File: src/pact_pkg.sv
// constants for the delayed convert start trigger
package pact_pkg;
   // register map (plain port, index addressing)
   localparam logic [3:0] ADDR_TRIG_CTRL  = 4'h0;
   localparam logic [3:0] ADDR_TRIG_STAT  = 4'h1;
   // control field positions
   localparam int         CTRL_EN_BIT     = 7;
   localparam int         CTRL_DLY_MSB    = 3;
   localparam int         CTRL_DLY_LSB    = 0;
   localparam logic [7:0] CTRL_RESET      = 8'h00;
   localparam logic [7:0] CTRL_WR_MASK    = 8'h8f;
   // delay code 0 gives 4 pulses, each step adds 4
   localparam int         DLY_BASE        = 4;
   localparam int         DLY_STEP        = 4;
   // code 15 needs 64 pulses, so the counter must reach 64
   localparam int         CNT_W           = 7;
endpackage : pact_pkg

File: src/pact_trigger.sv
// delayed adc convert start trigger from the low-side pwm output
//
// How it works
// - when enabled, a rising low-side output starts a convert start trigger.
// - a programmable delay separates that rising edge from the trigger.
// - if the low side falls before the delay ends, no trigger issues.
// - control bit 7 enables triggers; zero suppresses them entirely.
// - control bits 3 to 0 select the delay in clock pulses.
// - code zero is four pulses, plus four per code step.
`timescale 1ns/1ps
module pact_trigger (
   // clock and reset
   input  wire logic       sys_clk,
   input  wire logic       rst,
   // low-side pwm output, from pwm logic on sys_clk
   input  wire logic       low_side_out,
   // register port
   input  wire logic [3:0] reg_addr,
   input  wire logic [7:0] reg_wdata,
   input  wire logic       reg_wr,
   input  wire logic       reg_rd,
   output logic      [7:0] reg_rdata,
   // to the adc sequencer
   output logic            convert_start
);
   typedef enum logic [1:0] {
      ST_IDLE = 2'b01,
      ST_WAIT = 2'b10
   } pact_state_e;

   localparam int CNT_W = pact_pkg::CNT_W;
   // longest delay: code 15
   localparam int MAX_TARGET = (15 * pact_pkg::DLY_STEP) + pact_pkg::DLY_BASE;

   // a narrower counter would wrap before the compare and hide the trigger
   if (MAX_TARGET >= (1 << CNT_W)) begin : g_cnt_too_narrow
      $error("delay counter too narrow for the longest delay code");
   end

   logic             ctrl_en_q, ctrl_en_d;
   logic [3:0]       ctrl_dly_q, ctrl_dly_d;
   logic [7:0]       rdata_q, rdata_d;
   logic             ls_q, ls_d;
   pact_state_e      st_q, st_d;
   logic [CNT_W-1:0] cnt_q, cnt_d;
   logic             cs_q, cs_d;
   logic [CNT_W-1:0] target;
   logic             rise;

   // registers
   always_comb begin
      ctrl_en_d  = ctrl_en_q;
      ctrl_dly_d = ctrl_dly_q;
      rdata_d    = 8'h00;
      if (reg_wr && reg_addr == pact_pkg::ADDR_TRIG_CTRL) begin
         // reserved bits are dropped so they always read zero
         ctrl_en_d  = reg_wdata[pact_pkg::CTRL_EN_BIT];
         ctrl_dly_d = reg_wdata[pact_pkg::CTRL_DLY_MSB:pact_pkg::CTRL_DLY_LSB];
      end
      if (reg_rd) begin
         unique case (reg_addr)
            pact_pkg::ADDR_TRIG_CTRL: rdata_d = {ctrl_en_q, 3'h0, ctrl_dly_q};
            pact_pkg::ADDR_TRIG_STAT: rdata_d = {6'h00, st_q == ST_WAIT, ls_q};
            default:                  rdata_d = 8'h00;
         endcase
      end
   end

   always_ff @(posedge sys_clk) begin
      if (rst) begin
         ctrl_en_q  <= pact_pkg::CTRL_RESET[pact_pkg::CTRL_EN_BIT];
         ctrl_dly_q <= pact_pkg::CTRL_RESET[3:0];
         rdata_q    <= 8'h00;
      end else begin
         ctrl_en_q  <= ctrl_en_d;
         ctrl_dly_q <= ctrl_dly_d;
         rdata_q    <= rdata_d;
      end
   end

   assign reg_rdata = rdata_q;

   // delay in pulses: (code+1)*4
   assign target = CNT_W'((int'(ctrl_dly_q) * pact_pkg::DLY_STEP) + pact_pkg::DLY_BASE);
   // low side is same-clock pwm logic, so no synchroniser
   assign rise   = low_side_out && !ls_q;

   always_comb begin
      ls_d  = low_side_out;
      st_d  = st_q;
      cnt_d = cnt_q;
      cs_d  = 1'b0;
      unique case (st_q)
         ST_IDLE: begin
            if (rise && ctrl_en_q) begin
               st_d  = ST_WAIT;
               cnt_d = CNT_W'(1);
            end
         end
         ST_WAIT: begin
            if (!ctrl_en_q || !low_side_out) begin
               st_d = ST_IDLE;
            end else if (cnt_q == target) begin
               cs_d = 1'b1;
               st_d = ST_IDLE;
            end else begin
               cnt_d = cnt_q + CNT_W'(1);
            end
         end
      endcase
      if (st_q == ST_WAIT && rise && ctrl_en_q) begin
         st_d  = ST_WAIT;
         cnt_d = CNT_W'(1);
         cs_d  = 1'b0;
      end
   end

   always_ff @(posedge sys_clk) begin
      if (rst) begin
         ls_q  <= 1'b0;
         st_q  <= ST_IDLE;
         cnt_q <= '0;
         cs_q  <= 1'b0;
      end else begin
         ls_q  <= ls_d;
         st_q  <= st_d;
         cnt_q <= cnt_d;
         cs_q  <= cs_d;
      end
   end

   assign convert_start = cs_q;
endmodule : pact_trigger

File: config.mk
export PLATFORM = sky130hd
export DESIGN_NAME = pact_trigger
export DESIGN_NICKNAME = d
export VERILOG_FILES = /design/src/pact_pkg.sv /design/src/pact_trigger.sv
export SDC_FILE = /design/constraint.sdc
export NUM_CORES = 1
export LEC_CHECK = 0
export BUFFER_PORTS_ARGS = -buffer_cell sky130_fd_sc_hd__buf_2
export CORE_ASPECT_RATIO = 1.5
export CORE_MARGIN = 10
export CORE_UTILIZATION = 40
export CTS_CLUSTER_SIZE = 30
export DETAILED_ROUTE_END_ITERATION = 7
export PLACE_DENSITY = 0.68
export REMOVE_ABC_BUFFERS = 1
export SLEW_MARGIN = 15
export SYNTH_ARGS = -nofsm -noshare
export SYNTH_HDL_FRONTEND = slang
export SYNTH_SLANG_ARGS = --single-unit
File: constraint.sdc
create_clock -name sys_clk -period 2.3 [get_ports sys_clk]
set_input_delay 0.23 -clock sys_clk [delete_from_list [all_inputs] [get_ports sys_clk]]
set_output_delay 0.23 -clock sys_clk [all_outputs]
set_load 0.02 [all_outputs]
; Word level (Yosys, flattened, before mapping)
; Cells that the tools add are included.
[totals]
inputBits = 17
ff_bits = 24
elab_cells = 51
[classes]
n_mux = 12
n_reduce_logical = 16
eq_ne = 11
n_addsub = 2
bitwise = 2
[ops]
columns = operator, count
row1 = $mux 7, 3
row2 = $pmux 8 s2, 1
row3 = $pmux 7 s2, 1
row4 = $mux 2, 4
row5 = $add 6x3->7 const B, 1
row6 = $add 7x1->7 const B, 1
row7 = $eq 7x7->1, 1
row8 = $ne 2x2->1 const B, 3
row9 = $ne 3x2->1 const B, 2
row10 = $reduce_and 3->1, 2
row11 = $logic_and 1x1->1, 5
row12 = $eq 4x1->1 const B, 1
row13 = $logic_not 4->1, 1
row14 = $ne 4x3->1 const B, 1
row15 = $pmux 2 s2, 1
row16 = $reduce_or 2->1, 2
row17 = $reduce_or 4->1, 1
row18 = $logic_not 1->1, 3
row19 = $ne 3x3->1 const B, 1
row20 = $eq 2x1->1 const B, 1
row21 = $eq 2x2->1 const B, 1
row22 = $mux 1, 2
row23 = $not 1->1, 2
row24 = $reduce_and 2->1, 1
row25 = $logic_or 1x1->1, 1

; Logic depth before layout (Yosys ltp)
; Gate-level depths: netlist (run 1).
[depth]
word_depth = 6
ltp_mapped = 6
depth_no_buf = 6

; Worst setup path before layout (run 1)
; No wires, ideal clock.
[synth_timing]
kind = register to register
start = reg ctrl_dly_q[0]
end = reg cnt_q[1]
t_arrival_ps = 1650
stages_incl_launch_ff = 7
period_less_slack_ps = 1772
path_slack_ps = 528
cell_sequence = dfxtp_1 ha_1 and4b_1 a22oi_2 a211oi_4 a21oi_2 mux2_4
[synth_via]
elab_chain_len = 4
[synth_lines]
columns = element, line
row1 = "start, declared", pact_trigger.sv:41  ; logic [3:0] ctrl_dly_q, ctrl_dly_d;
row2 = "start signal, assigned", pact_trigger.sv:72  ; ctrl_dly_q <= pact_pkg::CTRL_RESET[3:0];
row3 = "start signal, assigned", pact_trigger.sv:76  ; ctrl_dly_q <= ctrl_dly_d;
row4 = $add 6x3->7, pact_trigger.sv:84  ; assign target = CNT_W'((int'(ctrl_dly_q) * pact_pkg::DLY_STEP) + pact_pkg::DLY_BASE);
row5 = $eq 7x7->1, pact_trigger.sv:103  ; end else if (cnt_q == target) begin
row6 = $ne 2x2->1 (no source line), n/a
row7 = $reduce_and 3->1 (no source line), n/a
row8 = "end signal, assigned", pact_trigger.sv:127  ; cnt_q <= cnt_d;
row9 = "end, declared", pact_trigger.sv:45  ; logic [CNT_W-1:0] cnt_q, cnt_d;
; No other way between the ends.
; A chain may end at the register's enable or synchronous reset.

; Final worst setup path (run 1)
; Same ends and word-level chain as after synthesis.

==> results.py, run 1 <==
metrics = {
    "logic_synthesis": {
        "synth_top_area_share_pct": 38.0,
        "synth_cells": 119,
        "ys_seq_area_share_pct": 38.0,
        "yosysTopAreaCell": "dfxtp_1",
        "synthTopCellsByArea": "dfxtp_1 (38%), mux2i_1 (11%), nand2b_1 (4.0%), ha_1 (3.4%), nor2_1 (3.4%)",
        "synth_flop_cell": "dfxtp_1",
        "netlist_area_um2": 1110,
        "synth-edff-count": 0,
        "async_flop_share_pct": 0,
        "syn_area_per_cell_um2": 9.31,
        "ys_types": 39,
        "yosysWarnings": 0,
        "ys_ff_latch": 21,
    },
    "setup_path": {
        "worst_setup_path_end_kind": "flop",
        "crit_fanout": 9,
        "critPathKind": "reg -> reg",
        "critPathLaunch": "ctrl_dly_q[0]",
        "cp_top_family": "compound AO/OA/AOI/OAI gates",
        "worstSetupStartpointType": "flop",
        "arrival_ps": 2180,
        "slowest_stage": "a211oi_4",
        "crit-reg2reg-launch": "ctrl_dly_q[0]",
        "critPathBufInv": 0,
        "max_stage_delay_ps": 450,
        "cp_cell_sequence": "ha_1 -> nor3b_1 -> o21ai_0 -> a211oi_4 -> a21oi_2 -> mux2_4",
        "cp.required_ps": 2440,
    },
    "power": {
        "power_density_nw_per_um2": 564,
        "p_total_mw": 0.711,
        "leakagePower_nw": 0.562,
        "max-vdd-ir-drop_mv": 0.214,
    },
    "sta": {
        "finalSetupViolCount": 0,
        "fin_hold_ws_ps": 217,
        "fin_tns_setup_ps": 0,
        "hold_viol": 0,
        "min_period_over_period_pct": 88.5,
        "rsz0062_at_grt": "no",
        "max_freq_mhz": 491,
        "slew_headroom_pct": 59.8,
        "layout_min_cycle_time_ps": 2040,
        "drv_slew": 0,
        "tightest_slew_ps": 601,
        "skew_ps": 3.58,
    },
    "finish": {
        "fin_area_um2": 1260,
        "post_route_cells_drive_above_1_share_pct": 21.7,
        "diodes": 0,
        "layout.nets": 159,
        "n_fill_cell": 270,
        "syn_to_final_growth_pct": 13.9,
    },
    "floorplan": {
        "fp.coreArea_um2": 2680,
        "dieArea_um2": 5320,
        "die_x_um": 63.0,
        "pin_count": 26,
        "fp.dieH_um": 84.4,
        "initial_core_util_pct": 41.4,
        "rows": 23,
    },
    "clock_tree": {
        "clock_latency_ps": 250,
        "cts_tree": "done",
        "cts_hold_buf": 0,
        "postCtsSetupRepairBufs": 0,
        "clockRootBuffer": "clkbuf_8",
        "cts.repair.resized": 0,
        "clk_pin_slew_ps": 70,
        "clockBufferDepth": 2,
        "cts_buffers": 3,
        "htreeDepth": 1,
        "cts.sinks": 21,
    },
    "route": {
        "totalWireLength_um": 2370,
        "drt_pass1_iterations": 4,
        "viasPerCell": 5.06,
        "via_count": 885,
        "drcViolationCount": 0,
        "wl_per_cell_um": 13.6,
        "drtAntennaViolNets": 0,
        "drt-initial-drc-count": 27,
    },
    "global_routing": {
        "grt_antenna_before_repair": 0,
        "grt_max_degree": 13,
        "grt.overflow.total": 0,
        "grt_pass1_wl_um": 3970,
        "grt_pass1_vias": 931,
        "grt_usage_pct": 8.97,
    },
    "status": {
        "outcome": "completed",
    },
    "place": {
        "dp_hpwl_um": 1870,
        "post_dp_cell_area_um2": 1220,
        "gp_congestion": 0.700,
        "port_buffers": 19,
    },
    "min_path": {
        "min-delay-start": "reg_wdata[0]",
        "hp-class": "in -> reg",
    },
    "job": {
        "cap_viol_max_count": 0,
    },
}
-- layer usage --
layer / wire length, µm / vias to the layer above / part of all wire (%) / global-route usage, %
li1: - / 444 / - / -
met1: 892 / 410 / 38 / 8.09
met2: 1290 / 27 / 54 / 17.3
met3: 158 / 4 / 6.7 / 3.19
met4: 34 / 0 / 1.4 / 3.67
met5: 0 / - / 0 / 0
-- layout by cell type (no fill, tap or decap), types with 4 or more instances in the layout --
cell type and instances:
a21oi_1 4, inv_1 4, dfxtp_1 21, nand2_1 7
nor2_1 10, and2_1 4, nand2b_1 7, buf_2 19
nand3_1 5, nor2b_1 4, mux2i_1 12
-- path summary, 6_finish.rpt --
path | to | slack, ps | cells past startpoint
setup / recovery | cnt_q[1] | 260 | 6
setup reg to reg | cnt_q[1] | 260 | 6
hold / removal | ctrl_dly_q[0] | 220 | 3
hold reg to reg | cnt_q[6] | 490 | 2
-- power by group --
| part | total, mW | switching, mW | internal, mW |
|---|---|---|---|
| logic | 0.0926 | 0.0531 | 0.0395 |
| clock network | 0.234 | 0.111 | 0.123 |
| registers | 0.384 | 0.0105 | 0.374 |
| total | 0.711 | 0.175 | 0.536 |
-- per-stage QoR --
step | util, % | setup WS, ps | cells
global route | 47.1 | 149 | 175
CTS | 47.1 | 257 | 175
global placement | 45.4 | 329 | 171
floorplan | - | 515 | 114
detailed placement | 45.4 | 283 | 171
finish | 47.1 | 264 | 175
-- kinds of logic after synthesis --
kind of cell             share of synthesized area (%)
AND/OR/NAND/NOR                                   24.7
buffers and inverters                             5.65
other                                            0.339
flip-flops                                        38.0
adder cells (fa/ha/maj)                           3.39
XOR/XNOR                                          3.96
AO/OA/AOI/OAI                                     11.8
multiplexers                                      12.2
-- synthesized netlist by cell type, types with 4 or more instances --
cell type   n
nand3_1     5
a21oi_1     4
and2_1      4
mux2i_1    12
nand2_1     7
dfxtp_1    21
inv_1       4
nor2_1     10
nor2b_1     4
nand2b_1    7
-- flip-flops by register name (all words and copies together), names as in the netlist --
signal,flops
ls_q,1
reg_rdata,5
ctrl_en_q,1
convert_start,1
st_q,2
cnt_q,7
ctrl_dly_q,4
-- worst register-to-register path, delay by kind of cell, from the launching register on --
family                   cells  cell delay, ps
AO/OA/AOI/OAI                3             750
flip-flops                   1             430
multiplexers                 1             310
adder cells (fa/ha/maj)      1             260
AND/OR/NAND/NOR              1             180
-- final cells by class --
| type | count | area [µm²] | area share [%] |
|---|---|---|---|
| tap | 37 | 46.3 | 3.67 |
| multi-input combinational | 89 | 632 | 50.1 |
| clock buffer | 4 | 45.0 | 3.57 |
| inverter | 4 | 15.0 | 1.19 |
| timing repair buffer | 20 | 103 | 8.13 |
| sequential | 21 | 420 | 33.3 |
(Power assumes the default switching activity.)
==> inputs of run 2 (changes only) <==
--- a/config.mk
+++ b/config.mk
@@ -7,2 +7,3 @@
 export LEC_CHECK = 0
+export ABC_CLOCK_PERIOD_IN_PS = 2300
 export BUFFER_PORTS_ARGS = -buffer_cell sky130_fd_sc_hd__buf_2
@@ -10,6 +11,6 @@
 export CORE_MARGIN = 10
-export CORE_UTILIZATION = 40
+export CORE_UTILIZATION = 52
 export CTS_CLUSTER_SIZE = 30
 export DETAILED_ROUTE_END_ITERATION = 7
-export PLACE_DENSITY = 0.68
+export PLACE_DENSITY = 0.84
 export REMOVE_ABC_BUFFERS = 1
==> constraint.sdc (replaced) <==
create_clock -name sys_clk -period 2.3 [get_ports sys_clk]
set_input_delay 0 -clock sys_clk [delete_from_list [all_inputs] [get_ports sys_clk]]
set_output_delay 0 -clock sys_clk [all_outputs]
set_load 0.02 [all_outputs]
==> run 2 against run 1 <==
- critical path depth unchanged
- utilization up 18 points
- routed wire length up 7.9%
- setup slack better by 45 ps
- worst hold slack worse by 210 ps
- critical path type unchanged
- largest cell class unchanged
==> results.py, run 2 (synthesized netlist as in run 1, its figures left out) <==
metrics = {
    "clock_tree": {
        "clock_latency_ps": 320,
        "cts.sinks": 21,
        "htreeDepth": 1,
        "postCtsSetupRepairBufs": 0,
        "clk_pin_slew_ps": 110,
        "cts_buffers": 3,
        "clockBufferDepth": 2,
        "cts.repair.resized": 0,
        "clockRootBuffer": "clkbuf_4",
        "cts_tree": "done",
    },
    "finish": {
        "diodes": 0,
        "post_route_cells_drive_above_1_share_pct": 20.9,
        "layout_commonest_cell": "dfxtp_1",
        "layout.nets": 169,
        "syn_to_final_growth_pct": 19.3,
        "multi_input_area_um2": 632,
        "largest_reg_flops": 7,
        "n_fill_cell": 158,
        "mostFrequentLayoutCells": "dfxtp_1 (21), buf_2 (19), mux2i_1 (12)",
        "max_flop_register": "cnt_q",
        "register_area_um2": 420,
    },
    "setup_path": {
        "rr_worst_depth": 6,
        "r2r_slack_ps": 310,
        "cp.required_ps": 2520,
        "max_stage_delay_ps": 460,
        "slowest_stage": "dfxtp_1",
        "worst_setup_path_end_kind": "flop",
        "crit-reg2reg-launch": "ctrl_dly_q[0]",
        "crit_fanout": 6,
        "worstSetupStartpointType": "flop",
        "arrival_ps": 2210,
        "critPathBufInv": 0,
        "cp_top_family": "compound AO/OA/AOI/OAI gates",
        "cp_cell_sequence": "ha_1 -> nor3b_1 -> o21ai_0 -> a211oi_4 -> a21oi_2 -> mux2_4",
        "rr_endpoint": "cnt_q[1]",
        "critPathKind": "reg -> reg",
    },
    "power": {
        "p_total_mw": 0.671,
        "max-vdd-ir-drop_mv": 0.310,
        "leakagePower_nw": 0.600,
        "power_density_nw_per_um2": 507,
    },
    "sta": {
        "finalSetupViolCount": 0,
        "fin_hold_ws_ps": 6.06,
        "tightest_slew_ps": 592,
        "worst_slack_ps": 310,
        "min_period_over_period_pct": 86.5,
        "max_freq_mhz": 502,
        "slew_headroom_pct": 60.5,
        "hold_viol": 0,
        "skew_ps": 1.81,
        "drv_slew": 0,
        "layout_min_cycle_time_ps": 1990,
        "rsz0062_at_grt": "no",
        "fin_tns_setup_ps": 0,
    },
    "floorplan": {
        "die_x_um": 57.7,
        "fp.dieH_um": 76.5,
        "initial_core_util_pct": 54.6,
        "dieArea_um2": 4410,
        "pin_count": 26,
        "rows": 20,
        "fp.coreArea_um2": 2030,
    },
    "place": {
        "gp_congestion": 0.765,
        "place_ws_ps": 372,
        "dp_hpwl_um": 1790,
        "port_buffers": 19,
    },
    "route": {
        "totalWireLength_um": 2560,
        "drcViolationCount": 0,
        "via_count": 948,
        "wl_per_cell_um": 15.1,
        "drt_pass1_iterations": 4,
        "drtAntennaViolNets": 0,
        "drt-initial-drc-count": 22,
        "viasPerCell": 5.58,
    },
    "global_routing": {
        "grt_usage_pct": 12.5,
        "grt_pass1_wl_um": 4510,
        "grt_pass1_vias": 982,
        "grt_max_degree": 13,
        "grt_antenna_before_repair": 0,
        "grt.overflow.total": 0,
    },
    "min_path": {
        "min_delay_path_depth": 2,
        "min-delay-start": "rst",
        "hold-path-endpoint": "ctrl_dly_q[0]",
        "hp-class": "in -> reg",
    },
    "job": {
        "cap_viol_max_count": 0,
    },
    "status": {
        "outcome": "completed",
    },
}
run 2: cell types whose count changed in the layout (fill, tap and decap cells not counted), sizes merged:
cell / change
dlygate4sd3: +9
buf: +1
run 2: per-layer routing:
layer	global-route usage [%]	up-vias	wire [µm]	share of wire (%)
li1	-	464	-	-
met1	11.5	443	992	39
met2	22.6	32	1350	53
met3	3.00	9	116	4.5
met4	8.25	0	107	4.2
met5	0	-	0	0
run 2: worst max path at each step:
stage | from | endpoint | slack [ps] | depth (start not counted)
floorplan | ctrl_dly_q[0] | cnt_q[1] | 510 | 6
global placement | ctrl_dly_q[0] | cnt_q[1] | 430 | 6
detailed placement | ctrl_dly_q[0] | cnt_q[1] | 370 | 6
CTS | ctrl_dly_q[0] | cnt_q[1] | 340 | 6
global route | ctrl_dly_q[0] | cnt_q[1] | 210 | 6
finish | ctrl_dly_q[0] | cnt_q[1] | 310 | 6
run 2: area by class of cell:
class | instances | share of cell area [%]
Clock buffer | 4 | 1.99
Inverter | 4 | 1.14
Multi-Input combinational cell | 89 | 47.8
Sequential cell | 21 | 31.8
Tap cell | 22 | 2.08
Timing Repair Buffer | 30 | 15.2
run 2: power breakdown:
group	internal (mW)	total [mW]	switching, mW
clock network	0.0680	0.184	0.116
registers	0.374	0.385	0.0107
logic	0.0479	0.102	0.0542
total	0.490	0.671	0.181
run 2: stage by stage:
step	instances	utilization [%]	instance area [µm²]
floorplan	114	-	1070
global placement	157	59.4	1200
detailed placement	157	59.4	1200
CTS	170	65.2	1320
global route	170	65.2	1320
finish	170	65.2	1320
run 2: timing repair:
action | CTS | global route
hold endpoints to repair | 8 | 0
hold buffers | 9 | 0
endpoints found under the setup margin | 0 | 0
==> inputs of run 3 (changes only) <==
- BUFFER_PORTS_ARGS: -buffer_cell sky130_fd_sc_hd__buf_2 -> unset
- CORE_ASPECT_RATIO: 1.5 -> unset
- CORE_UTILIZATION: 52 -> 60
- DONT_BUFFER_PORTS: unset -> 1
- PLACE_DENSITY: 0.84 -> 0.76
==> run 3 against run 2 <==
- cell area fell by 5.2%
- via count fell by 8.6%
- clock skew rose by 5.0 ps
- utilization rose by 6.6 points
- cell count fell by 8.2%
- fmax fell by 8.0%
- sequential power barely moved
- global-route usage fell by 0.64 points
- critical path type unchanged
- highest routed layer unchanged
==> results.py, run 3 (synthesized netlist as in run 1, its figures left out) <==
metrics = {
    "status": {
        "outcome": "completed",
    },
    "floorplan": {
        "fp.coreArea_um2": 1750,
        "die_x_um": 63.0,
        "rows": 15,
        "fp.dieH_um": 63.0,
        "initial_core_util_pct": 63.4,
        "pin_count": 26,
        "dieArea_um2": 3960,
    },
    "setup_path": {
        "worstSetupStartpointType": "flop",
        "slowest_stage": "a211oi_4",
        "arrival_ps": 2360,
        "critPathBufInv": 0,
        "worst_setup_path_end_kind": "flop",
        "cp_top_family": "compound AO/OA/AOI/OAI gates",
        "cp_cell_sequence": "ha_1 -> nor3b_1 -> o21ai_0 -> a211oi_4 -> a21oi_2 -> o311a_1",
        "critPathKind": "reg -> reg",
        "max_stage_delay_ps": 470,
        "crit_fanout": 9,
        "cp.required_ps": 2500,
    },
    "clock_tree": {
        "cts_tree": "done",
        "cts.sinks": 21,
        "clockRootBuffer": "clkbuf_4",
        "cts.repair.resized": 0,
        "cts_buffers": 3,
        "htreeDepth": 1,
        "clockBufferDepth": 2,
        "clock_latency_ps": 300,
        "clk_pin_slew_ps": 110,
    },
    "route": {
        "via_count": 866,
        "totalWireLength_um": 2270,
        "wl_per_cell_um": 14.5,
        "drt_pass1_iterations": 4,
        "drt-initial-drc-count": 13,
        "viasPerCell": 5.55,
        "drtAntennaViolNets": 0,
        "drcViolationCount": 0,
    },
    "power": {
        "max-vdd-ir-drop_mv": 0.372,
        "power_density_nw_per_um2": 521,
        "leakagePower_nw": 0.521,
        "p_total_mw": 0.653,
    },
    "sta": {
        "max_freq_mhz": 462,
        "layout_min_cycle_time_ps": 2160,
        "fin_tns_setup_ps": 0,
        "finalSetupViolCount": 0,
        "rsz0062_at_grt": "no",
        "slew_headroom_pct": 60.3,
        "skew_ps": 6.76,
        "min_period_over_period_pct": 94.0,
        "tightest_slew_ps": 595,
        "drv_slew": 0,
        "hold_viol": 0,
    },
    "finish": {
        "post-route-util_pct": 71.8,
        "layout.nets": 152,
        "layout_commonest_cell": "dfxtp_1",
        "syn_to_final_growth_pct": 13.1,
        "max_flop_register": "cnt_q",
        "largest_reg_flops": 7,
        "post_route_cells_drive_above_1_share_pct": 8.40,
        "diodes": 0,
        "mostFrequentLayoutCells": "dfxtp_1 (21), mux2i_1 (12), dlygate4sd3_1 (12)",
    },
    "global_routing": {
        "grt_pass1_vias": 829,
        "grt_pass1_wl_um": 3930,
        "grt_usage_pct": 11.8,
        "grt.overflow.total": 0,
        "grt_antenna_before_repair": 0,
        "grt_max_degree": 12,
    },
    "min_path": {
        "hp-class": "in -> reg",
    },
    "place": {
        "gp_congestion": 0.772,
        "port_buffers": 0,
        "dp_hpwl_um": 1630,
    },
    "job": {
        "cap_viol_max_count": 0,
    },
}
run 3: worst paths after layout:
path                            slack (ps)           from       end  cells past startpoint
worst max register to register         140  ctrl_dly_q[0]  cnt_q[0]                      6
worst min-delay path                    20            rst  cnt_q[1]                      2
worst min register to register         510       cnt_q[5]  cnt_q[5]                      2
worst max-delay path                   140  ctrl_dly_q[0]  cnt_q[0]                      6
run 3: layer usage:
metal / GRT usage [%] / vias to the layer above / part of all wire (%)
met5: 0 / - / 0
met2: 19.4 / 27 / 47
met1: 13.4 / 402 / 43
met3: 4.84 / 4 / 7.5
li1: - / 433 / -
met4: 4.19 / 0 / 1.6
run 3: power breakdown:
part | switching (mW) | internal (mW) | leakage (nW)
clock network | 0.106 | 0.0676 | 0.0150
logic | 0.0510 | 0.0428 | 0.336
registers | 0.0113 | 0.374 | 0.170
run 3: timing repair:
item / 4_1_cts / 5_1_grt
hold buffers: 11 / 1
endpoints found under the hold margin: 20 / 1
setup buffers: 0 / 0
run 3: worst register-to-register path: stages (launching register included):
cell,delay [ps]
dfxtp_1,430
ha_1,250
nor3b_1,250
o21ai_0,210
a211oi_4,470
a21oi_2,140
o311a_1,310
run 3: cell type report:
class	count	area, µm²
Clock buffer	4	26.3
Fill cell	126	493
Inverter	4	15.0
Multi-Input combinational cell	89	632
Sequential cell	21	420
Tap cell	25	31.3
Timing Repair Buffer	13	128
run 3: per-stage QoR:
| stage | hold WS (ps) | cells | area [µm²] | setup slack [ps] |
|---|---|---|---|---|
| detailed placement | 75.2 | 140 | 1110 | 237 |
| finish | 17.9 | 156 | 1250 | 137 |
| floorplan | 71.6 | 114 | 1070 | 515 |
| global placement | 74.4 | 140 | 1110 | 348 |
| CTS | 5.83 | 155 | 1240 | 189 |
| global route | 4.89 | 156 | 1250 | 12.6 |
